### config.mk
export PLATFORM = sky130hd
export DESIGN_NAME = serial_led_sink_driver
export DESIGN_NICKNAME = d
export VERILOG_FILES = /design/src/core/sink_driver_pkg.sv /design/src/core/bit_fifo.sv /design/src/core/serial_led_sink_driver.sv
export SDC_FILE = /design/constraint.sdc
export NUM_CORES = 1
export LEC_CHECK = 0
export ABC_AREA = 1
export BUFFER_PORTS_ARGS = -buffer_cell sky130_fd_sc_hd__buf_2
export CORE_MARGIN = 2
export CORE_UTILIZATION = 45
export DETAILED_ROUTE_END_ITERATION = 7
export GPL_TIMING_DRIVEN = 0
export PLACE_DENSITY_LB_ADDON = 0.2
export SETUP_SLACK_MARGIN = 0.5
export SYNTH_ARGS = -nofsm -noshare
export SYNTH_HDL_FRONTEND = slang
export SYNTH_HIERARCHICAL = 1
export SYNTH_SLANG_ARGS = --single-unit
### constraint.sdc
create_clock -name ref_clk_in -period 2.57 [get_ports ref_clk_in]
set_input_delay 0.6425 -clock ref_clk_in [delete_from_list [all_inputs] [get_ports ref_clk_in]]
set_output_delay 0.6425 -clock ref_clk_in [all_outputs]
set_load 0.005 [all_outputs]
### src/core/sink_driver_pkg.sv
package sink_driver_pkg;

  // ==========================================================================
  // Geometry and timing
  // ==========================================================================
  localparam int CHANNEL_COUNT = 8;
  localparam logic [7:0] SHIFT_RESET = 8'h00;
  localparam logic [7:0] STORE_RESET = 8'h00;
  localparam logic [7:0] CHANNELS_OFF = 8'h00;
  localparam int FIFO_DEPTH = 32;
  localparam int SYNC_STAGES = 2;
  // Reference clock period in ps and the fastest cascade serial clock in MHz.
  localparam int REF_PERIOD_PS = 4000;
  localparam int SCLK_MAX_MHZ = 25;
  localparam int SCLK_MIN_PERIOD_PS = 1000000 / SCLK_MAX_MHZ;
  localparam int SCLK_MIN_PERIOD_CYC = SCLK_MIN_PERIOD_PS / REF_PERIOD_PS;
  localparam int TSD_TRIP_C = 150;

endpackage : sink_driver_pkg

### src/core/bit_fifo.sv
`timescale 1ns/100ps
// Small flip-flop FIFO between the serial front end and the shift stage.
module bit_fifo #(
  parameter int WIDTH = 1,
  parameter int DEPTH = 32
) (
  input wire logic ref_clk_in,
  input wire logic rst_in,
  input wire logic wr_valid_in,
  output logic wr_ready_out,
  input wire logic [WIDTH-1:0] wr_data_in,
  output logic rd_valid_out,
  input wire logic rd_ready_in,
  output logic [WIDTH-1:0] rd_data_out
);

  localparam int AW = $clog2(DEPTH);

  logic [WIDTH-1:0] mem_r [DEPTH];
  logic [AW-1:0] wr_ptr_r;
  logic [AW-1:0] rd_ptr_r;
  logic [AW:0] count_r;
  logic push;
  logic pop;

  assign wr_ready_out = (count_r != (AW+1)'(DEPTH));
  assign rd_valid_out = (count_r != '0);
  assign push = wr_valid_in && wr_ready_out;
  assign pop = rd_valid_out && rd_ready_in;
  assign rd_data_out = mem_r[rd_ptr_r];

  always_ff @(posedge ref_clk_in) begin
    if (push) begin
      mem_r[wr_ptr_r] <= wr_data_in;
    end
  end

  always_ff @(posedge ref_clk_in or posedge rst_in) begin
    if (rst_in) begin
      wr_ptr_r <= '0;
      rd_ptr_r <= '0;
      count_r <= '0;
    end else begin
      if (push) begin
        wr_ptr_r <= (wr_ptr_r == AW'(DEPTH-1)) ? '0 : wr_ptr_r + 1'b1;
      end
      if (pop) begin
        rd_ptr_r <= (rd_ptr_r == AW'(DEPTH-1)) ? '0 : rd_ptr_r + 1'b1;
      end
      if (push && !pop) begin
        count_r <= count_r + 1'b1;
      end else if (pop && !push) begin
        count_r <= count_r - 1'b1;
      end
    end
  end

endmodule : bit_fifo

### src/core/serial_led_sink_driver.sv
`timescale 1ns/100ps
// Summary of operation
// - An eight-bit shift register feeds an eight-bit store, each stored bit gated by enable to one sink channel.
// - The serial output takes the last stage on the serial clock fall, ready for a downstream rising edge.
// - The store is transparent while the hold strobe is high and keeps its value while it is low.
// - A high output enable forces all eight channels off.
// - A low output enable lets each channel sink when its stored bit is one and stay off when it is zero.
// - Reset puts the shift and storage state into a known all-zero condition.
// - An overtemperature indication turns every sink channel off while it is asserted.
module serial_led_sink_driver #(
  parameter int CHANNELS = sink_driver_pkg::CHANNEL_COUNT,
  parameter int DEPTH = sink_driver_pkg::FIFO_DEPTH
) (
  input wire logic ref_clk_in,
  input wire logic rst_in,
  input wire logic serial_data_in,
  input wire logic serial_clk_in,
  input wire logic hold_strobe_in,
  input wire logic output_disable_in,
  input wire logic overtemp_shutdown_in,
  output logic serial_data_out,
  output logic [CHANNELS-1:0] sink_channel_out,
  output logic overflow_out
);

  // ==========================================================================
  // Input synchronisers
  // ==========================================================================
  // The serial, strobe, disable and overtemperature pins are asynchronous to the reference clock, so each one passes two
  // flip-flops of its own before any logic reads it.
  logic data_meta_r;
  logic data_sync_r;
  logic sclk_meta_r;
  logic sclk_sync_r;
  logic strobe_meta_r;
  logic strobe_sync_r;
  logic disable_meta_r;
  logic disable_sync_r;
  logic overtemp_meta_r;
  logic overtemp_sync_r;
  logic sclk_prev_r;
  logic data_s;
  logic sclk_s;
  logic strobe_s;
  logic disable_s;
  logic overtemp_s;

  always_ff @(posedge ref_clk_in or posedge rst_in) begin
    if (rst_in) begin
      data_meta_r <= 1'b0;
      data_sync_r <= 1'b0;
    end else begin
      data_meta_r <= serial_data_in;
      data_sync_r <= data_meta_r;
    end
  end

  always_ff @(posedge ref_clk_in or posedge rst_in) begin
    if (rst_in) begin
      sclk_meta_r <= 1'b0;
      sclk_sync_r <= 1'b0;
    end else begin
      sclk_meta_r <= serial_clk_in;
      sclk_sync_r <= sclk_meta_r;
    end
  end

  always_ff @(posedge ref_clk_in or posedge rst_in) begin
    if (rst_in) begin
      strobe_meta_r <= 1'b0;
      strobe_sync_r <= 1'b0;
    end else begin
      strobe_meta_r <= hold_strobe_in;
      strobe_sync_r <= strobe_meta_r;
    end
  end

  always_ff @(posedge ref_clk_in or posedge rst_in) begin
    if (rst_in) begin
      disable_meta_r <= 1'b0;
      disable_sync_r <= 1'b0;
    end else begin
      disable_meta_r <= output_disable_in;
      disable_sync_r <= disable_meta_r;
    end
  end

  always_ff @(posedge ref_clk_in or posedge rst_in) begin
    if (rst_in) begin
      overtemp_meta_r <= 1'b0;
      overtemp_sync_r <= 1'b0;
    end else begin
      overtemp_meta_r <= overtemp_shutdown_in;
      overtemp_sync_r <= overtemp_meta_r;
    end
  end

  assign data_s = data_sync_r;
  assign sclk_s = sclk_sync_r;
  assign strobe_s = strobe_sync_r;
  assign disable_s = disable_sync_r;
  assign overtemp_s = overtemp_sync_r;

  // ==========================================================================
  // Serial clock edge detection
  // ==========================================================================
  // One test serves both directions, so a rise and a fall can never be
  // claimed for the same synchronised sample.
  function automatic logic level_moved(input logic now_v, input logic prev_v, input logic to_high);
    level_moved = (now_v == to_high) && (prev_v != to_high);
  endfunction : level_moved

  // The previous sample resets low, the idle level of the serial clock, so
  // no false rise follows reset.
  always_ff @(posedge ref_clk_in or posedge rst_in) begin
    if (rst_in) begin
      sclk_prev_r <= 1'b0;
    end else begin
      sclk_prev_r <= sclk_s;
    end
  end

  logic sclk_rise;
  logic sclk_fall;
  assign sclk_rise = level_moved(sclk_s, sclk_prev_r, 1'b1);
  assign sclk_fall = level_moved(sclk_s, sclk_prev_r, 1'b0);

  // ==========================================================================
  // Captured bits buffered ahead of the shift stage
  // ==========================================================================
  // The data line is sampled together with the clock so both saw the same
  // synchroniser delay; the FIFO drains one bit per cycle, so it fills only
  // if the shift stage is held off, and a lost bit is flagged on overflow.
  logic fifo_ready;
  logic fifo_valid;
  logic fifo_bit;
  logic shift_go;
  logic overflow_r;

  bit_fifo #(
    .WIDTH(1),
    .DEPTH(DEPTH)
  ) u_fifo (
    .ref_clk_in(ref_clk_in),
    .rst_in(rst_in),
    .wr_valid_in(sclk_rise),
    .wr_ready_out(fifo_ready),
    .wr_data_in(data_s),
    .rd_valid_out(fifo_valid),
    .rd_ready_in(shift_go),
    .rd_data_out(fifo_bit)
  );

  // The shift stage stalls while a falling edge is being handled, so that
  // the serial output never sees a stage that moved in the same cycle.
  assign shift_go = fifo_valid && !sclk_fall;

  always_ff @(posedge ref_clk_in or posedge rst_in) begin
    if (rst_in) begin
      overflow_r <= 1'b0;
    end else if (sclk_rise && !fifo_ready) begin
      overflow_r <= 1'b1;
    end
  end

  assign overflow_out = overflow_r;

  // ==========================================================================
  // Shift register and serial output
  // ==========================================================================
  logic [CHANNELS-1:0] shift_r;
  logic sout_r;

  always_ff @(posedge ref_clk_in or posedge rst_in) begin
    if (rst_in) begin
      shift_r <= sink_driver_pkg::SHIFT_RESET;
    end else if (shift_go) begin
      shift_r <= {shift_r[CHANNELS-2:0], fifo_bit};
    end
  end

  always_ff @(posedge ref_clk_in or posedge rst_in) begin
    if (rst_in) begin
      sout_r <= 1'b0;
    end else if (sclk_fall) begin
      sout_r <= shift_r[CHANNELS-1];
    end
  end

  assign serial_data_out = sout_r;

  // ==========================================================================
  // Storage stage and output gating
  // ==========================================================================
  logic [CHANNELS-1:0] store_r;
  logic [CHANNELS-1:0] chan_r;

  // Either shutdown source wins over whatever pattern the store holds.
  logic force_off;
  assign force_off = disable_s || overtemp_s;

  // Sampled transparency: while the strobe is high the store follows the
  // shift register each cycle, and it keeps the last value once it falls.
  always_ff @(posedge ref_clk_in or posedge rst_in) begin
    if (rst_in) begin
      store_r <= sink_driver_pkg::STORE_RESET;
    end else if (strobe_s) begin
      store_r <= shift_r;
    end
  end

  always_ff @(posedge ref_clk_in or posedge rst_in) begin
    if (rst_in) begin
      chan_r <= sink_driver_pkg::CHANNELS_OFF;
    end else if (force_off) begin
      chan_r <= sink_driver_pkg::CHANNELS_OFF;
    end else begin
      chan_r <= store_r;
    end
  end

  assign sink_channel_out = chan_r;

endmodule : serial_led_sink_driver

Yosys cells after proc, flatten, opt, wreduce, memory -nomap -nowiden
Memory sizes are Yosys's and may differ from the RTL's. A register that Yosys moved wholly into a read port is not among the register bits. Index checks and enable logic that the tools add are counted.

$add $sub $neg: 4. Equality and inequality tests: 3. Multiplexer cells: 7. Bitwise logic cells: 2. Reduce and logical (&&, ||, !) cells: 15.

Operators with widths (count): two-way mux 6 bit (2); adder 5 x 1 -> 5 bit (second input constant) (2); equality test 5 bit (second input constant) (2); two-way mux 5 bit (2); logical AND 1 bit (8); two-way mux 8 bit (1); adder 6 x 1 -> 6 bit (second input constant) (1); inequality test 6 bit (second input constant) (1); nonzero test 6 bit (1); subtractor 6 x 1 -> 6 bit (second input constant) (1); zero test 1 bit (4); two-way mux 1 bit (2); NOT 1 bit (2); nonzero test 2 bit (1); logical OR 1 bit (1).

Register bits after elaboration: 53. Bits in writable memories: 32. Bits of input ports: 7. Output and inout bits: 10. Word-level logic and storage cells: 51. Memories kept: 1.

Memories: u_fifo.mem_r (words 32, width 1, rd ports 1, clocked after Yosys merged registers in 1, write ports 1, RTL line bit_fifo.sv:19) `logic [WIDTH-1:0] mem_r [DEPTH];`.

Depth between registers and ports, before layout
Word-level depth: 8. Depth in mapped cells: 19. Mapped depth without buffers: 18.

By module
The synthesis kept the hierarchy.

By module, submodules not included: bit_fifo (instances 1, cells each 279, area an instance 2681.3 um^2, sequential area each 1361.3 um^2); serial_led_sink_driver (instances 1, cells each 110, area an instance 1276.2 um^2, sequential area each 925.9 um^2).

Worst setup path before layout
Ideal clock, no wire load.

Kind: flip-flop to flip-flop. From: reg u_fifo.count_r[2]. To: reg u_fifo.count_r[3]. Library setup time: 0.127 ns. Arrival: 2.238 ns. Required time: 2.443 ns. Slack: 0.205 ns. Stages on the path, launching flop included: 17. Buffers on the path: 1. Clock period less this slack: 2.365 ns. Cell sequence: dfrtp_1 nor2_2 nand3_2 inv_2 nand2_2 buf_2 nand2_4 inv_1 nand2_2 ha_1 inv_1 ha_1 nand2_1 nand3_1 or2_2 nand3_1 o21ai_0.

Longest elaborated chain between the ends: 6. Elaborated cells between the ends (all ways): 14. Classes of those cells: 2 x add/sub; 1 x eq/ne; 2 x mux; 9 x reduce/logical.

RTL lines: start: declaration (RTL line bit_fifo.sv:22) `logic [AW:0] count_r;`; start signal: assignment (RTL line bit_fifo.sv:51) `count_r <= count_r + 1'b1;`; start signal: assignment (RTL line bit_fifo.sv:53) `count_r <= count_r - 1'b1;`; nonzero test 6 bit * (RTL line bit_fifo.sv:27) `assign rd_valid_out = (count_r != '0);`; named net fifo_valid (RTL line serial_led_sink_driver.sv:135) `logic fifo_valid;`; logical AND 1 bit * (RTL line serial_led_sink_driver.sv:156) `assign shift_go = fifo_valid && !sclk_fall;`; named net shift_go (RTL line serial_led_sink_driver.sv:137) `logic shift_go;`; logical AND 1 bit * (RTL line bit_fifo.sv:29) `assign pop = rd_valid_out && rd_ready_in;`; zero test 1 bit (RTL line bit_fifo.sv:50) `if (push && !pop) begin`; logical AND 1 bit (RTL line bit_fifo.sv:50); two-way mux 6 bit / nonzero test 2 bit (equally long branches).

Mark *: on every way through the listed nets, which the timed path passes. The rest lies on a longest branch. The select of a mux whose other input is x is not followed. A chain may end at the register's enable or synchronous reset.

Worst setup path after layout
From: reg u_fifo.count_r[0]. To: reg u_fifo.count_r[4].

The elaborated chain is that of the path after synthesis.

==> results.ini <==
[worst_hold_path]
hold_class=reg -> reg

[grt]
grt-ovfl-total=0
grt_max_degree=38
grt_pass1_wl_um=12540
grt_pass1_vias=2618
grt_antenna_before_repair=0
track_usage=0.1667

[power]
pwr-share-comb=0.402
ir_worst_vdd_v=0.0004075
clock_power_share=0.199
p_switching_mw=1.889
p_leak_nw=2.026
p_int_mw=2.824
power_density_nw_per_um2=1021
p_sw_frac=0.4008
seqPwrFrac=0.399

[floorplanning]
start_util=0.4583
die-area_um2=9561
die_h_um=97.78
std_cell_rows=34
die_w_um=97.78
io_pins=17
coreArea_um2=8636

[critical_path]
crit_path_start_kind=register
path_cells=nor2_2, nand3_2, inv_2, nand2_4, buf_8, nand2_8, inv_4, nand2_4, ha_4, inv_8, ha_4, inv_1, o21ai_2, nand2_1, nand3_1, nand2_1, o21a_1
critPathBufInv=5
cp_slowest_stage_delay_ns=0.40
path_max_fanout=5
crit_type=reg -> reg
crit_path_end_kind=register
required_ns=2.84
path_delay_family=simple AND/OR/NAND/NOR gates
arrival_ns=2.40
cp_slowest_cell=dfrtp_1

[yosys]
netlist_area_um2=3958
synth_xor_area_frac=0.01107
yosysTopAreaCellShare=0.3351
syn_area_per_cell_um2=10.17
synth-compound-area-share=0.03478
yosysUniqueCellTypes=33
synthSimpleGateAreaFrac=0.2488
synthMuxAreaShare=0
ys_ff_latch=85
synthCells=389
synth.area.top_cells=dfrtp_1 (34%), edfxtp_1 (24%), nand2_1 (8.3%)
synthAdderAreaFrac=0.04616
synth_warnings=6
synth_nets=410
synth_top_family_by_area=simple AND/OR/NAND/NOR gates
ys_seq_area_frac=0.5779
synth_top_area_cell=dfrtp_1

[detailed_routing]
drt_wl_total_um=7419
drtIter0Drc=109
viasPerCell=5.066
drt_first_pass_iters=4
drc_errors=0
wl_per_cell_um=13.69
ant_nets=0
via_count=2746

[finish]
final_common_cell=nand2_1
area.growth.synth_to_final_pct=16.60
finish.utilization=0.5343
drive_gt1_frac=0.2488
layout_common_cells=nand2_1 (87), dfrtp_1 (52), nand3_1 (43), nor3_1 (33), edfxtp_1 (32)
final_area_um2=4614
diodes=0
nets=450

[cts]
cts_hold_repair.buffers=0
htree_levels=3
clock_path_buffers=2
cts_sinks=85
clk_pin_slew_worst_paths_ns=0.11
cts_tree=done
cts-root-buf=clkbuf_8
clk_latency_ns=0.37
cts_buffers=9

[placed_design]
gp_congestion=0.7692
port_buffers=16
placed_cell_area_um2=4254
place_hpwl_um=4893

[status]
status=completed

[timing]
clock_skew_ns=0.01231
tns_ns=0
period_needed_ns=2.131
min_period_over_period=0.8291
fmax_ghz=0.4693
setup_viol=0
relSlewSlack=0.4330
hold_slack_ns=0.3471
worst_pin_slew_ns=0.8504
rsz0062_at_grt=true
slew_viol_final=0
hold_viol=0

[run]
maxCapViolations=0

[per-stage QoR]
stage               total power, mW  cells  setup WS, ns
finish                        4.712    542        0.4391
global route                  5.080    542        0.3311
CTS                           4.705    538        0.4307
detailed placement            3.661    513        0.2355
global placement              3.610    513        0.2524
floorplan                     3.239    389        0.4569
[power groups by stage]
stage / registers [mW] / logic, mW / clock network (mW)
2_1_floorplan: 1.87 / 1.37 / 0
3_3_place_gp: 1.91 / 1.70 / 0
3_5_place_dp: 1.93 / 1.73 / 0
4_1_cts: 1.87 / 1.86 / 0.975
5_1_grt: 1.92 / 2.13 / 1.03
6_report: 1.88 / 1.89 / 0.939
[sequential cells by signal, indices dropped and copies added (netlist names), 5 cells and up]
name              flops
u_fifo/rd_ptr_r       5
shift_r               8
u_fifo/count_r        6
sink_channel_out      8
u_fifo/mem_r         32
u_fifo/wr_ptr_r       5
store_r               8
[per-layer routing]
metal	up-vias	GRT usage	routed length (um)
met1	1334	0.2186	3475
li1	1360	-	-
met5	-	0	0
met2	42	0.2700	3581
met4	0	0.06090	119
met3	10	0.04295	243
[cells in the mapped netlist, drive strengths merged]
master and count:
a21oi 4, buf 10, clkbuf 2, clkinv 5, dfrtp 53, edfxtp 32, fa 1, ha 13
inv 38, nand2 100, nand3 53, nor2 15, nor3 33, o21a 1, o21ai 22, or2 2
xnor2 2, xor2 3
[kinds of logic (layout without fill, tap and decap cells)]
| kind of cell | count (synthesis) | count (layout) |
|---|---|---|
| adder cells (fa/ha/maj) | 14 | 14 |
| buffers and inverters | 55 | 100 |
| flip-flops | 85 | 85 |
| AND/OR/NAND/NOR | 203 | 203 |
| AO/OA/AOI/OAI | 27 | 27 |
| XOR/XNOR | 5 | 5 |
[what timing repair did]
item,4_1_cts,5_1_grt
pin swaps,4,9
gates resized for setup,7,6
endpoints found under the setup margin,4,3
hold endpoints to repair,0,0
buffers inserted,9,4
[area by class of cell]
class | instances | area (um2)
fill | 787 | 4021
sequential | 85 | 2288
multi-input combinational | 249 | 1460
inverter | 43 | 207.7
timing repair buffer | 29 | 181.4
buffer | 12 | 136.4
tap | 108 | 135.1
clock buffer | 9 | 123.9
clock inverter | 7 | 81.33
[worst reg2reg max path: stages, from the launching register on]
cell	delay (ns)
dfrtp_1	0.40
nor2_2	0.12
nand3_2	0.07
inv_2	0.09
nand2_4	0.06
buf_8	0.12
nand2_8	0.05
inv_4	0.03
nand2_4	0.07
ha_4	0.17
inv_8	0.05
ha_4	0.26
inv_1	0.04
o21ai_2	0.12
nand2_1	0.09
nand3_1	0.07
nand2_1	0.05
o21a_1	0.16
[final timing paths]
check | start | endpoint | slack, ns | depth (start not counted)
worst min-delay path | disable_meta_r | disable_s | 0.35 | 0
min in group asynchronous | rst_in | u_fifo/count_r[3] | 0.38 | 2
max in group asynchronous | rst_in | sink_channel_out[1] | 1.69 | 2
worst max-delay path | u_fifo/count_r[0] | u_fifo/count_r[4] | 0.44 | 17
worst min register to register | disable_meta_r | disable_s | 0.35 | 0
worst max register to register | u_fifo/count_r[0] | u_fifo/count_r[4] | 0.44 | 17
(Power assumes the default switching activity.)
